## config.mk

```make
export PLATFORM = sky130hd
export DESIGN_NAME = irwd_top
export DESIGN_NICKNAME = d
export VERILOG_FILES = /design/src/logic/irwd_tick.v /design/src/logic/irwd_top.v
export VERILOG_INCLUDE_DIRS = /design/src /design/src/include
export SDC_FILE = /design/constraint.sdc
export NUM_CORES = 1
export LEC_CHECK = 0
export ABC_CLOCK_PERIOD_IN_PS = 5300
export BUFFER_PORTS_ARGS = -buffer_cell sky130_fd_sc_hd__buf_2
export CORE_ASPECT_RATIO = 0.9
export CORE_MARGIN = 2
export CORE_UTILIZATION = 47
export DETAILED_ROUTE_END_ITERATION = 16
export PLACE_DENSITY = 0.66
export SKIP_LAST_GASP = 1
export SLEW_MARGIN = 25
export SYNTH_ARGS = -nofsm -noshare
export SYNTH_HDL_FRONTEND = slang
export SYNTH_HIERARCHICAL = 1
export SYNTH_SLANG_ARGS = --single-unit
```

## constraint.sdc

```tcl
create_clock -name CLK_SYS -period 5.3 [get_ports CLK_SYS]
set_clock_uncertainty 0.15 [all_clocks]
set_input_delay 1.06 -clock CLK_SYS [delete_from_list [all_inputs] [get_ports CLK_SYS]]
set_output_delay 1.06 -clock CLK_SYS [all_outputs]
set_load 0.02 [all_outputs]
```

## src/include/irwd_consts.vh

```
// Constants of the infrared remote-control wake-up decoder
`ifndef IRWD_CONSTS_VH
`define IRWD_CONSTS_VH

// Register indices; byte address on the bus is four times the index
`define IRWD_IDX_CTRL      6'h13
`define IRWD_IDX_ADDR      6'h15
`define IRWD_IDX_AMASK     6'h16
`define IRWD_IDX_RXADDR    6'h17
`define IRWD_IDX_R0L       6'h18
`define IRWD_IDX_R0H       6'h19
`define IRWD_IDX_R1L       6'h1A
`define IRWD_IDX_R1H       6'h1B
`define IRWD_IDX_R2L       6'h1C
`define IRWD_IDX_R2H       6'h1D
`define IRWD_IDX_R3L       6'h1E
`define IRWD_IDX_R3H       6'h1F
`define IRWD_IDX_STATUS    6'h20
`define IRWD_IDX_IMASK     6'h21
`define IRWD_IDX_SWRST     6'h22

// Reset values
`define IRWD_RST_CTRL      8'h00
`define IRWD_RST_ADDR      8'h00
`define IRWD_RST_AMASK     8'hE0
`define IRWD_RST_RXADDR    8'h00
`define IRWD_RST_R0L       5'h10
`define IRWD_RST_R0H       5'h14
`define IRWD_RST_R1L       5'h07
`define IRWD_RST_R1H       5'h0B
`define IRWD_RST_R2L       8'h50
`define IRWD_RST_R2H       8'h64
`define IRWD_RST_R3L       8'h28
`define IRWD_RST_R3H       8'h32
`define IRWD_RST_STATUS    8'h00
`define IRWD_RST_IMASK     8'h00

// Control fields
`define IRWD_CTRL_EN       0
`define IRWD_CTRL_INV      2
`define IRWD_CTRL_SEL      3
`define IRWD_CTRL_PROTO_LO 4
`define IRWD_CTRL_PROTO_HI 5
`define IRWD_PROTO_RC5     2'h0
`define IRWD_PROTO_PD      2'h1
`define IRWD_CTRL_WMASK    8'h3D

// Status, interrupt mask and soft reset fields
`define IRWD_STS_IR        5
`define IRWD_SWRST_BIT     0

// Timing: clock period and measurement unit
`define IRWD_CLK_PERIOD_NS 10
`define IRWD_TICK_NS       100000
// Clock cycles in one 0.1 ms tick; sized so the tick parameter takes it whole
`define IRWD_TICK_CYCLES   16'h2710

// Message framing
`define IRWD_RC5_LAST_HALF 5'd27
`define IRWD_RC5_ADDR_FIRST 4'd3
`define IRWD_RC5_ADDR_LAST 4'd7
`define IRWD_PD_LAST_BIT   6'd31
`define IRWD_PD_ADDR_BITS  6'd8

`endif

```

## src/logic/irwd_tick.v

```verilog
// Tick prescaler and saturating segment-duration counter
`timescale 1ns/1ns
`default_nettype none

module irwd_tick #(
	parameter [15:0] TICK_CYCLES = 16'h2710
) (
	input  wire       clk,
	input  wire       rst_n,
	input  wire       ce,
	input  wire       clr,
	output reg  [7:0] dur_q,
	output wire       sat
);

	localparam [15:0] TICK_LAST = TICK_CYCLES - 16'h0001; // Last prescaler count

	reg [15:0] pre_q; // Prescaler count within one tick

	// Full count means the segment is longer than any window can hold
	assign sat = (dur_q == 8'hFF);

	// Edge restarts both counters so each segment is measured from zero
	always @(posedge clk or negedge rst_n) begin
		if (!rst_n) begin
			pre_q <= 16'h0000;
			dur_q <= 8'h00;
		end else if (ce) begin
			if (clr) begin
				pre_q <= 16'h0000;
				dur_q <= 8'h00;
			end else if (pre_q == TICK_LAST) begin
				pre_q <= 16'h0000;
				if (!sat) begin
					dur_q <= dur_q + 8'h01;
				end
			end else begin
				pre_q <= pre_q + 16'h0001;
			end
		end
	end

endmodule // irwd_tick

`default_nettype wire

```

## src/logic/irwd_top.v

```verilog
// Infrared remote-control wake-up decoder with Avalon-MM register slave
//
// Register access over Avalon-MM was chosen for this implementation.
`timescale 1ns/1ns
`default_nettype none
`include "irwd_consts.vh"

// Behaviour
// - Protocol field picks RC-5, pulse-distance, or nothing
// - Control bit 3 selects receive input B
// - Control bit 2 inverts the selected input
// - Disabled decoder never sets the IR status
// - Interrupt mask never gates IR status
// - Enabled address match sets status bit 5
// - Mask one excludes an address bit
// - Received address shifts into read-only register
// - Limits count 0.1 ms units
// - RC-5 full cell within range 0
// - Pulse-distance zero interval within range 0
// - Range 0 limits five bits, rest zero
// - Reset restores mask E0h, others defaults
// - RC-5 half cell, one interval: range 1
// - Pulse-distance header within range 2
// - Pulse-distance gap within range 3
module irwd_top #(
	parameter [15:0] TICK_CYCLES = `IRWD_TICK_CYCLES
) (
	input  wire        CLK_SYS,
	input  wire        RSTN,
	input  wire        CE,
	input  wire [7:0]  AVS_ADDRESS,
	input  wire        AVS_READ,
	input  wire        AVS_WRITE,
	input  wire [31:0] AVS_WRITEDATA,
	input  wire [3:0]  AVS_BYTEENABLE,
	output wire [31:0] AVS_READDATA,
	output wire        AVS_WAITREQUEST,
	input  wire        IR_RECEIVE_INPUT_A,
	input  wire        IR_RECEIVE_INPUT_B,
	output wire        IRQ
);

	// One-hot decoder states
	localparam [4:0] ST_IDLE = 5'h01; // Waiting for a mark start
	localparam [4:0] ST_RC5  = 5'h02; // Manchester halves
	localparam [4:0] ST_HDR  = 5'h04; // Header mark
	localparam [4:0] ST_GAP  = 5'h08; // Post-header gap
	localparam [4:0] ST_DATA = 5'h10; // Pulse-distance bits

	////////////////////////////////////////////////////////////////////////////
	// Reset release and pin synchronisers

	reg  [1:0] rst_sync_q;   // Reset release pipeline
	wire       rst_n;        // Synchronised reset for the rest of the block
	reg  [1:0] rx_meta_q;    // First stage, read only by second stage
	reg  [1:0] rx_sync_q;    // Second stage, safe for logic

	assign rst_n = rst_sync_q[1];

	// Asserts at once, releases two edges later
	always @(posedge CLK_SYS or negedge RSTN) begin
		if (!RSTN) begin
			rst_sync_q <= 2'h0;
		end else begin
			rst_sync_q <= {rst_sync_q[0], 1'b1};
		end
	end

	// Receiver pins are asynchronous to the clock
	always @(posedge CLK_SYS or negedge rst_n) begin
		if (!rst_n) begin
			rx_meta_q <= 2'h3;
			rx_sync_q <= 2'h3;
		end else if (CE) begin
			rx_meta_q <= {IR_RECEIVE_INPUT_B, IR_RECEIVE_INPUT_A};
			rx_sync_q <= rx_meta_q;
		end
	end

	////////////////////////////////////////////////////////////////////////////
	// Registers

	reg  [7:0] ctrl_q;       // ir_wake_control
	reg  [7:0] waddr_q;      // ir_wake_address
	reg  [7:0] amask_q;      // ir_wake_address_mask
	reg  [7:0] rxaddr_q;     // ir_received_address
	reg  [4:0] r0l_q;        // Range 0 low limit
	reg  [4:0] r0h_q;        // Range 0 high limit
	reg  [4:0] r1l_q;        // Range 1 low limit
	reg  [4:0] r1h_q;        // Range 1 high limit
	reg  [7:0] r2l_q;        // Range 2 low limit
	reg  [7:0] r2h_q;        // Range 2 high limit
	reg  [7:0] r3l_q;        // Range 3 low limit
	reg  [7:0] r3h_q;        // Range 3 high limit
	reg  [7:0] status_q;     // wake_status_0, write one to clear
	reg  [7:0] imask_q;      // wake_enable_0, interrupt mask
	reg        ack_q;        // Second cycle of a bus access
	reg  [31:0] rdata_q;     // Registered read data
	reg  [7:0] rdata_d;      // Read mux result

	wire [5:0] idx = AVS_ADDRESS[7:2];        // Register index
	wire       req = AVS_READ | AVS_WRITE;    // Any bus request
	wire       wr  = AVS_WRITE & ack_q & AVS_BYTEENABLE[0]; // Committing write
	wire [7:0] wd  = AVS_WRITEDATA[7:0];      // Low lane only
	wire       sw_rst = wr & (idx == `IRWD_IDX_SWRST) & wd[`IRWD_SWRST_BIT];
	wire       ir_event;                       // Address match pulse

	// One wait state: the request is answered on the second edge
	assign AVS_WAITREQUEST = req & ~ack_q;
	assign AVS_READDATA    = rdata_q;
	// Level interrupt, enable register gates only this output
	assign IRQ = |(status_q & imask_q);

	// Read mux; narrow and reserved bits read zero, unmapped reads zero
	always @* begin
		rdata_d = 8'h00;
		case (idx)
			`IRWD_IDX_CTRL:   rdata_d = ctrl_q;
			`IRWD_IDX_ADDR:   rdata_d = waddr_q;
			`IRWD_IDX_AMASK:  rdata_d = amask_q;
			`IRWD_IDX_RXADDR: rdata_d = rxaddr_q;
			`IRWD_IDX_R0L:    rdata_d = {3'h0, r0l_q};
			`IRWD_IDX_R0H:    rdata_d = {3'h0, r0h_q};
			`IRWD_IDX_R1L:    rdata_d = {3'h0, r1l_q};
			`IRWD_IDX_R1H:    rdata_d = {3'h0, r1h_q};
			`IRWD_IDX_R2L:    rdata_d = r2l_q;
			`IRWD_IDX_R2H:    rdata_d = r2h_q;
			`IRWD_IDX_R3L:    rdata_d = r3l_q;
			`IRWD_IDX_R3H:    rdata_d = r3h_q;
			`IRWD_IDX_STATUS: rdata_d = status_q;
			`IRWD_IDX_IMASK:  rdata_d = imask_q;
			default:          rdata_d = 8'h00;
		endcase
	end

	// Bus handshake; read data captured one edge before it is taken
	always @(posedge CLK_SYS or negedge rst_n) begin
		if (!rst_n) begin
			ack_q   <= 1'b0;
			rdata_q <= 32'h0000_0000;
		end else if (CE) begin
			ack_q <= req & ~ack_q;
			if (AVS_READ & ~ack_q) begin
				rdata_q <= {24'h00_0000, rdata_d};
			end
		end
	end

	// Software registers; soft reset restores the same defaults as power-up except the interrupt mask, which it leaves unchanged
	always @(posedge CLK_SYS or negedge rst_n) begin
		if (!rst_n) begin
			ctrl_q  <= `IRWD_RST_CTRL;
			waddr_q <= `IRWD_RST_ADDR;
			amask_q <= `IRWD_RST_AMASK;
			r0l_q   <= `IRWD_RST_R0L;
			r0h_q   <= `IRWD_RST_R0H;
			r1l_q   <= `IRWD_RST_R1L;
			r1h_q   <= `IRWD_RST_R1H;
			r2l_q   <= `IRWD_RST_R2L;
			r2h_q   <= `IRWD_RST_R2H;
			r3l_q   <= `IRWD_RST_R3L;
			r3h_q   <= `IRWD_RST_R3H;
			imask_q <= `IRWD_RST_IMASK;
		end else if (CE) begin
			if (sw_rst) begin
				ctrl_q  <= `IRWD_RST_CTRL;
				waddr_q <= `IRWD_RST_ADDR;
				amask_q <= `IRWD_RST_AMASK;
				r0l_q   <= `IRWD_RST_R0L;
				r0h_q   <= `IRWD_RST_R0H;
				r1l_q   <= `IRWD_RST_R1L;
				r1h_q   <= `IRWD_RST_R1H;
				r2l_q   <= `IRWD_RST_R2L;
				r2h_q   <= `IRWD_RST_R2H;
				r3l_q   <= `IRWD_RST_R3L;
				r3h_q   <= `IRWD_RST_R3H;
			end else if (wr) begin
				case (idx)
					`IRWD_IDX_CTRL:  ctrl_q  <= wd & `IRWD_CTRL_WMASK;
					`IRWD_IDX_ADDR:  waddr_q <= wd;
					`IRWD_IDX_AMASK: amask_q <= wd;
					`IRWD_IDX_R0L:   r0l_q   <= wd[4:0];
					`IRWD_IDX_R0H:   r0h_q   <= wd[4:0];
					`IRWD_IDX_R1L:   r1l_q   <= wd[4:0];
					`IRWD_IDX_R1H:   r1h_q   <= wd[4:0];
					`IRWD_IDX_R2L:   r2l_q   <= wd;
					`IRWD_IDX_R2H:   r2h_q   <= wd;
					`IRWD_IDX_R3L:   r3l_q   <= wd;
					`IRWD_IDX_R3H:   r3h_q   <= wd;
					`IRWD_IDX_IMASK: imask_q <= wd;
					default: begin
						// Read-only and unmapped: write ignored
					end
				endcase
			end
		end
	end

	// Sticky status; a match in the clearing cycle survives the clear
	always @(posedge CLK_SYS or negedge rst_n) begin
		if (!rst_n) begin
			status_q <= `IRWD_RST_STATUS;
		end else if (CE) begin
			if (wr && idx == `IRWD_IDX_STATUS) begin
				status_q <= status_q & ~wd;
			end
			if (ir_event) begin
				status_q[`IRWD_STS_IR] <= 1'b1;
			end
		end
	end

	////////////////////////////////////////////////////////////////////////////
	// Input selection and edge detection

	wire       enabled = ctrl_q[`IRWD_CTRL_EN];
	wire [1:0] proto   = ctrl_q[`IRWD_CTRL_PROTO_HI:`IRWD_CTRL_PROTO_LO];
	wire       rx_sel  = ctrl_q[`IRWD_CTRL_SEL] ? rx_sync_q[1] : rx_sync_q[0];
	// Receiver idles high and pulls low during a burst
	wire       mark_now = ~(rx_sel ^ ctrl_q[`IRWD_CTRL_INV]);
	reg        mark_q;       // Level one cycle earlier
	wire       rise = mark_now & ~mark_q; // Burst starts
	wire       fall = ~mark_now & mark_q; // Burst ends
	wire [7:0] dur;          // Ticks since the last edge
	wire       dur_sat;      // Segment too long for any window

	always @(posedge CLK_SYS or negedge rst_n) begin
		if (!rst_n) begin
			mark_q <= 1'b0;
		end else if (CE) begin
			mark_q <= mark_now;
		end
	end

	// Durations are counted in 0.1 ms ticks, matching the limit registers
	irwd_tick #(
		.TICK_CYCLES (TICK_CYCLES)
	) u_tick (
		.clk   (CLK_SYS),
		.rst_n (rst_n),
		.ce    (CE),
		.clr   (rise | fall),
		.dur_q (dur),
		.sat   (dur_sat)
	);

	////////////////////////////////////////////////////////////////////////////
	// Decoder

	reg  [4:0] state_q;      // One-hot state
	reg  [4:0] half_q;       // RC-5 half-cell position
	reg  [5:0] bit_q;        // Pulse-distance bit count
	reg  [7:0] held_q;       // Mark width of current pulse-distance bit
	reg        done_q;       // Message complete pulse

	// Inclusive window test
	function in_win;
		input [7:0] d;
		input [7:0] lo;
		input [7:0] hi;
		begin
			in_win = (d >= lo) && (d <= hi);
		end
	endfunction

	wire [8:0] ival  = {1'b0, held_q} + {1'b0, dur}; // Pulse-to-pulse time
	wire [7:0] ival8 = ival[8] ? 8'hFF : ival[7:0];   // Saturated interval
	wire       rc_one = in_win(dur, {3'h0, r1l_q}, {3'h0, r1h_q});
	wire       rc_two = in_win(dur, {3'h0, r0l_q}, {3'h0, r0h_q});
	wire [4:0] half_d = half_q + (rc_one ? 5'd1 : 5'd2);
	wire [3:0] rc_bit = half_d[4:1]; // Bit index at a mid-cell edge
	wire       pd_zero = in_win(ival8, {3'h0, r0l_q}, {3'h0, r0h_q});
	wire       pd_one  = in_win(ival8, {3'h0, r1l_q}, {3'h0, r1h_q});
	// Mask bit one drops that bit from the compare
	wire       addr_hit = ((rxaddr_q ^ waddr_q) & ~amask_q) == 8'h00;

	// Status only sets while the decoder is enabled
	assign ir_event = done_q & enabled & addr_hit;

	// Decoder state machine; disabled or reserved protocol holds it idle
	always @(posedge CLK_SYS or negedge rst_n) begin
		if (!rst_n) begin
			state_q  <= ST_IDLE;
			half_q   <= 5'd0;
			bit_q    <= 6'd0;
			held_q   <= 8'h00;
			done_q   <= 1'b0;
			rxaddr_q <= `IRWD_RST_RXADDR;
		end else if (CE) begin
			done_q <= 1'b0;
			if (sw_rst) begin
				state_q  <= ST_IDLE;
				rxaddr_q <= `IRWD_RST_RXADDR;
			end else if (!enabled) begin
				state_q <= ST_IDLE;
			end else if (dur_sat && state_q != ST_IDLE) begin
				state_q <= ST_IDLE;
			end else begin
				case (state_q)
					ST_IDLE: begin
						// First burst is the mid-point of the RC-5 start bit
						if (rise && proto == `IRWD_PROTO_RC5) begin
							state_q  <= ST_RC5;
							half_q   <= 5'd1;
							rxaddr_q <= 8'h00;
						end else if (rise && proto == `IRWD_PROTO_PD) begin
							state_q  <= ST_HDR;
							rxaddr_q <= 8'h00;
						end
					end
					ST_RC5: begin
						if (rise | fall) begin
							// Full cell can only end at a mid-cell edge
							if ((!rc_one && !rc_two) || (!rc_one && !half_q[0])) begin
								state_q <= ST_IDLE;
							end else begin
								half_q <= half_d;
								// Burst in second half codes a one
								if (half_d[0] && rc_bit >= `IRWD_RC5_ADDR_FIRST
								    && rc_bit <= `IRWD_RC5_ADDR_LAST) begin
									rxaddr_q <= {rxaddr_q[6:0], rise};
								end
								if (half_d == `IRWD_RC5_LAST_HALF) begin
									done_q  <= 1'b1;
									state_q <= ST_IDLE;
								end
							end
						end
					end
					ST_HDR: begin
						if (fall) begin
							if (in_win(dur, r2l_q, r2h_q)) begin
								state_q <= ST_GAP;
							end else begin
								state_q <= ST_IDLE;
							end
						end
					end
					ST_GAP: begin
						if (rise) begin
							if (in_win(dur, r3l_q, r3h_q)) begin
								state_q <= ST_DATA;
								bit_q   <= 6'd0;
								held_q  <= 8'h00;
							end else begin
								state_q <= ST_IDLE;
							end
						end
					end
					ST_DATA: begin
						if (fall) begin
							held_q <= dur;
						end else if (rise) begin
							if (!pd_zero && !pd_one) begin
								state_q <= ST_IDLE;
							end else begin
								// Address byte arrives first, least significant bit first
								if (bit_q < `IRWD_PD_ADDR_BITS) begin
									rxaddr_q <= {pd_one & ~pd_zero, rxaddr_q[7:1]};
								end
								bit_q <= bit_q + 6'd1;
								if (bit_q == `IRWD_PD_LAST_BIT) begin
									done_q  <= 1'b1;
									state_q <= ST_IDLE;
								end
							end
						end
					end
					default: begin
						state_q <= ST_IDLE;
					end
				endcase
			end
		end
	end

endmodule // irwd_top

`default_nettype wire

```

=== Yosys cells after proc, flatten, opt, wreduce, memory -nomap -nowiden ===
Cells that the tools add are included.

* Register bits after elaboration: 165
* Word-level logic and storage cells: 289

* $add $sub $neg: 5
* Magnitude comparators: 15
* Equal/unequal tests: 53
* Mux-type cells: 99
* Bitwise operators: 26
* Reductions and logical operators: 63

{| class="wikitable"
|+ Operator list
! cell !! count
|-
| 2-to-1 mux 8 bit || 40
|-
| 2-to-1 mux 5 bit || 30
|-
| one-hot mux 8 bit (14 select lines) || 1
|-
| equality test 6 x 5 -> 1 bit (second input constant) || 13
|-
| 2-to-1 mux 6 bit || 6
|-
| AND reduction 3 bit || 12
|-
| nonzero test 2 bit || 17
|-
| >= comparator 8 x 5 -> 1 bit || 4
|-
| less-or-equal comparator 8 x 5 -> 1 bit || 4
|-
| 2-to-1 mux 16 bit || 2
|-
| one-hot mux 5 bit (5 select lines) || 1
|-
| bitwise AND 8 bit || 3
|-
| one-hot mux 8 bit (3 select lines) || 1
|-
| != test 5 bit (second input constant) || 4
|-
| equality test 6 bit (second input constant) || 3
|-
| != test 2 bit (second input constant) || 9
|-
| != test 3 bit (second input constant) || 6
|-
| != test 6 bit (second input constant) || 3
|-
| adder 16 x 1 -> 16 bit (second input constant) || 1
|-
| equality test 16 x 14 -> 1 bit (second input constant) || 1
|-
| >= comparator 8 bit || 2
|-
| less-or-equal comparator 8 bit || 2
|-
| inverter 8 bit || 2
|-
| one-hot mux 8 bit (2 select lines) || 1
|-
| other kinds (43) || 93
|}

=== Logic depth before layout (Yosys ltp) ===
* Depth in word-level cells: 14
* Depth in mapped cells: 16
* Depth with buffers taken out: 15

=== By module ===
The synthesis kept the hierarchy.

{| class="wikitable"
|+ By module, submodules not included
! module !! instances !! cells each !! area an instance (sq um) !! seq. area each (sq um)
|-
| irwd_top || 1 || 938 || 9024.9 || 3487.1
|-
| irwd_tick || 1 || 153 || 1498.9 || 600.6
|}

=== Least setup slack after synthesis ===
Ideal clock, no wire load.

* Path kind: reg2reg
* Start: register u_tick.dur_q[0]
* End: register rxaddr_q[0]
* Setup time: 0.125 ns
* Arrival time: 3.792 ns
* Required time: 5.025 ns
* Setup slack: 1.233 ns
* Cell stages (with the launch flop): 15
* Path buffers: 0
* Period minus slack after synthesis: 4.067 ns
* Cell sequence: dfrtp_1 ha_1 fa_1 a21o_1 a22oi_1 a21oi_1 or3_1 ha_1 nor2b_1 o31ai_1 a21oi_1 o2bb2ai_1 nand3_1 a211oi_4 mux2_2

* Cells in the longest elaborated chain, start to end: 9
* Elaborated cells on any way between the ends: 35
* Those cells by class: add/sub (2); order compare (10); eq/ne (5); mux (2); reduce/logical (16)

{| class="wikitable"
|+ RTL lines
! item !! line !! text
|-
| from (decl) || irwd_tick.v:12 || <nowiki>output reg [7:0] dur_q,</nowiki>
|-
| from (signal assigned) || irwd_tick.v:35 || <nowiki>dur_q <= dur_q + 8'h01;</nowiki>
|-
| >= comparator 8 x 5 -> 1 bit or less-or-equal comparator 8 x 5 -> 1 bit (tied branches) || irwd_top.v:262 || <nowiki>in_win = (d >= lo) && (d <= hi);</nowiki>
|-
| logical AND 1 bit || irwd_top.v:262 ||
|-
| 2-to-1 mux 2 bit || irwd_top.v:270 || <nowiki>wire [4:0] half_d = half_q + (rc_one ? 5'd1 : 5'd2);</nowiki>
|-
| adder 5 x 2 -> 5 bit || irwd_top.v:270 ||
|-
| >= comparator 4 x 2 -> 1 bit (no source line) || n/a ||
|-
| logical AND 1 bit (no source line) (2 in a row) || n/a ||
|-
| != test 3 bit (no source line) || n/a ||
|-
| AND reduction 12 bit (no source line) * || n/a ||
|-
| to (signal assigned) || irwd_top.v:288 || <nowiki>rxaddr_q <= `IRWD_RST_RXADDR;</nowiki>
|-
| to (signal assigned) || irwd_top.v:293 || <nowiki>rxaddr_q <= `IRWD_RST_RXADDR;</nowiki>
|-
| to (signal assigned) || irwd_top.v:321 || <nowiki>rxaddr_q <= {rxaddr_q[6:0], rise};</nowiki>
|-
| to (decl) || irwd_top.v:86 || <nowiki>reg [7:0] rxaddr_q;</nowiki>
|}

Mark *: on every way between the ends. The rest lies on a longest branch, timed or not.
A chain may end at the register's enable or synchronous reset.

=== Final worst setup path ===
* Start: register u_tick.dur_q[0]
* End: register rxaddr_q[2]

Same word-level chain as after synthesis.

==> metrics.txt <==
FFs w/ async S/R, synth=100%; PwrDens=around 350 nW/um^2; CP max FO=9; non-filler instance count after layout=1427; # DRC=0; DIE AREA=~24000 um^2; Final Cycle Share=between 90 and 100%; mean routed wirelength per cell=20.5 um; Max Buffers Root-to-Sink=2; Fin Setup TNS=0 ns; Final ANT Viol Nets=0; FP Rows=51; Final Power=~4.0 mW; dpl ws=0.352 ns; CTS clock-pin slew for the worst setup and hold paths=approximately 0.08 ns; Worst setup SP type=flop; maximum VDD drop=~0.24 mV; HP Class=reg2reg; # nets final=1263; core area=~22000 um^2; leading area contributor after synthesis=dfrtp_1; Slowest-stage cell, CP=o2bb2ai_1; Pins Over Slew Limit=0; WP data arrival=5.17 ns; Synth cell types=85; cell count after synthesis=~1100; Sw Ratio=37.6%; status=completed; Num CTS Buffers=17; relative max-transition margin=between 20% and 30%; NetSw=1.52 mW; Final setup violation count=0; power share of the combinational group=between 30% and 40%; final hold slack=between 0.2 and 0.25 ns; Crit Path Category=reg2reg; RSZ-0062 raised after global routing=false; Synth Warn #=6; max-cap viol count=0; global-route wire length before repair=46900 um; First-pass DRT Iterations=8; WL final=29200 um; Cell Int Power=2.52 mW; dpl cells=1394; top-area cell type share of the netlist area=32.1%; Reg power frac=35.9%; Resized Gates After CTS=0; Die Ht=146 um; Max stage delay on crit path=0.64 ns; clock group share of total power=30.7%; Global Route Usage Sum=25.5%; Area Growth Syn to Fin=9.32%; critical path endpoint category=flop; worst-skew pair later-pin latency=between 0.4 and 0.5 ns; Die W=162 um; syn_area_per_cell=9.65 um^2; H-tree depth=4; antenna violations before repair=1; upper clock frequency limit=roughly 200 MHz; Yosys reg bits=162; vias per inst=6.10; drt first-iter violations=876; Post-DP Area=10900 um^2; area of the multi-input gates=5890 um^2; Pleak=5.23 nW; worst slew pin tran=1.06 ns; Clock Sinks=between 150 and 200; CP cell instances=ha_1 -> fa_1 -> a21o_1 -> a22oi_1 -> a21oi_1 -> or3_1 -> ha_1 -> nor2b_1 -> o31ai_1 -> a21oi_1 -> o2bb2ai_1 -> nand3_1 -> a211oi_4 -> mux2_2; Storage cell area=4090 um^2; largest net degree at the start of global routing=104; CTS Hold Buffers Added=0; Starting Density=48.2%; crit path buf inv count=0; Top FF cell, synth=dfrtp_1; Post-synth EDFFs=0; vias in the first global route=8378; synth top area cells=dfrtp_1, ha_1, dfstp_2, nand2_1, a22o_1; post-synthesis sequential area ratio=38.8%; boundary pin count=85; share of layout cells above drive strength 1=14.0%; Fill cells=2018; GP Congestion=between 0.8 and 0.9; via count=8709; root buffer cell=clkbuf_16; final HPWL from detailed placement=about 21000 um; Mapped Area=10500 um^2; Post-CTS Setup Inserts=0; input/output buffers=31; post-route core utilization=a little over half; Fin. Hold Viols=0; Finished Cell Area=between 10000 and 15000 um^2; post-route worst setup slack=0.299 ns; critical path required time=approximately 5.5 ns; CTS tree=yes; CP top delay family=compound AO/OA/AOI/OAI gates; Min Clock Period, post-route=5.00 ns; grt ovf=0
==> cell families after synthesis <==
family / share of synthesized area [%]
compound gates: 19.8
xor+xnor: 2.00
fa+ha+maj: 10.8
buf+inv: 6.06
flops: 38.8
mux: 5.99
other cells: 0.0714
simple gates: 16.4
==> per-layer routing <==
layer  global-route usage [%]  wire [um]
met1                     38.1      13700
met2                     37.3      12700
met3                     4.79       2110
met4                     8.05        663
met5                        0          0
==> power groups by stage <==
stage / Sequential [mW] / Clock, mW / Combinational (mW)
floorplan: 1.49 / 0 / 0.906
global placement: 1.47 / 0 / 1.28
detailed placement: 1.47 / 0 / 1.32
CTS: 1.45 / 1.26 / 1.33
global route: 1.47 / 1.30 / 1.52
finish: 1.45 / 1.24 / 1.35
==> synthesized netlist by cell type, types with 8 or more instances <==
| library cell | number |
|---|---|
| dfrtp_1 | 135 |
| nand2_1 | 89 |
| ha_1 | 88 |
| inv_1 | 79 |
| nor2_1 | 73 |
| a21oi_1 | 54 |
| o21ai_0 | 51 |
| a22o_1 | 36 |
| nand3_1 | 34 |
| dfstp_2 | 27 |
| buf_4 | 25 |
| mux2_2 | 25 |
| clkbuf_1 | 22 |
| a22oi_1 | 21 |
| nand4_1 | 20 |
| nand2b_1 | 19 |
| mux2i_1 | 18 |
| nor3_1 | 15 |
| xnor2_1 | 15 |
| a21o_1 | 13 |
| a31oi_1 | 13 |
| and3_1 | 12 |
| nor2b_1 | 12 |
| o22ai_1 | 12 |
| o211ai_1 | 9 |
| xor2_1 | 9 |
| a21boi_0 | 8 |
| nand3b_1 | 8 |
==> layout make-up <==
| class | count | share of cell area [%] |
|---|---|---|
| Inverter | 79 | 2.58 |
| Antenna cell | 1 | 0.0218 |
| Clock buffer | 19 | 3.76 |
| Clock inverter | 13 | 1.28 |
| Timing Repair Buffer | 46 | 2.44 |
| Multi-Input combinational cell | 816 | 51.2 |
| Sequential cell | 162 | 35.6 |
| Tap cell | 291 | 3.16 |
==> sequential cells by signal, summed over array words and instances, names as in the netlist, 2 cells and up <==
register      flops
u_tick/pre_q     16
AVS_READDATA      8
amask_q           8
held_q            8
imask_q           8
r2h_q             8
r2l_q             8
r3h_q             8
r3l_q             8
rxaddr_q          8
status_q          8
u_tick/dur_q      8
waddr_q           8
bit_q             6
ctrl_q            5
half_q            5
r0h_q             5
r0l_q             5
r1h_q             5
r1l_q             5
state_q           5
rst_sync_q        2
rx_meta_q         2
rx_sync_q         2
==> layout by cell type, fill, tap and decap left out, drive strengths merged, types with 25 or more instances in the layout <==
master,synthesis,final
conb,2,25
buf,31,46
a22o,36,36
dfstp,27,27
nand3,34,34
mux2,26,26
dfrtp,135,135
a21oi,54,54
o21ai,55,55
ha,88,88
nand2,89,89
inv,79,86
nor2,73,73
==> path summary, 6_finish.rpt <==
path,from,endpoint,slack (ns),cells after the start
setup / recovery,u_tick/dur_q[0],rxaddr_q[2],0.30,14
hold / removal,rst_sync_q[0],rst_sync_q[1],0.20,0
setup reg to reg,u_tick/dur_q[0],rxaddr_q[2],0.30,14
hold reg to reg,rst_sync_q[0],rst_sync_q[1],0.20,0
max in group asynchronous,rst_sync_q[1],r2h_q[4],3.68,1
min in group asynchronous,RSTN,rst_sync_q[1],0.23,1
(Power assumes the default switching activity.)
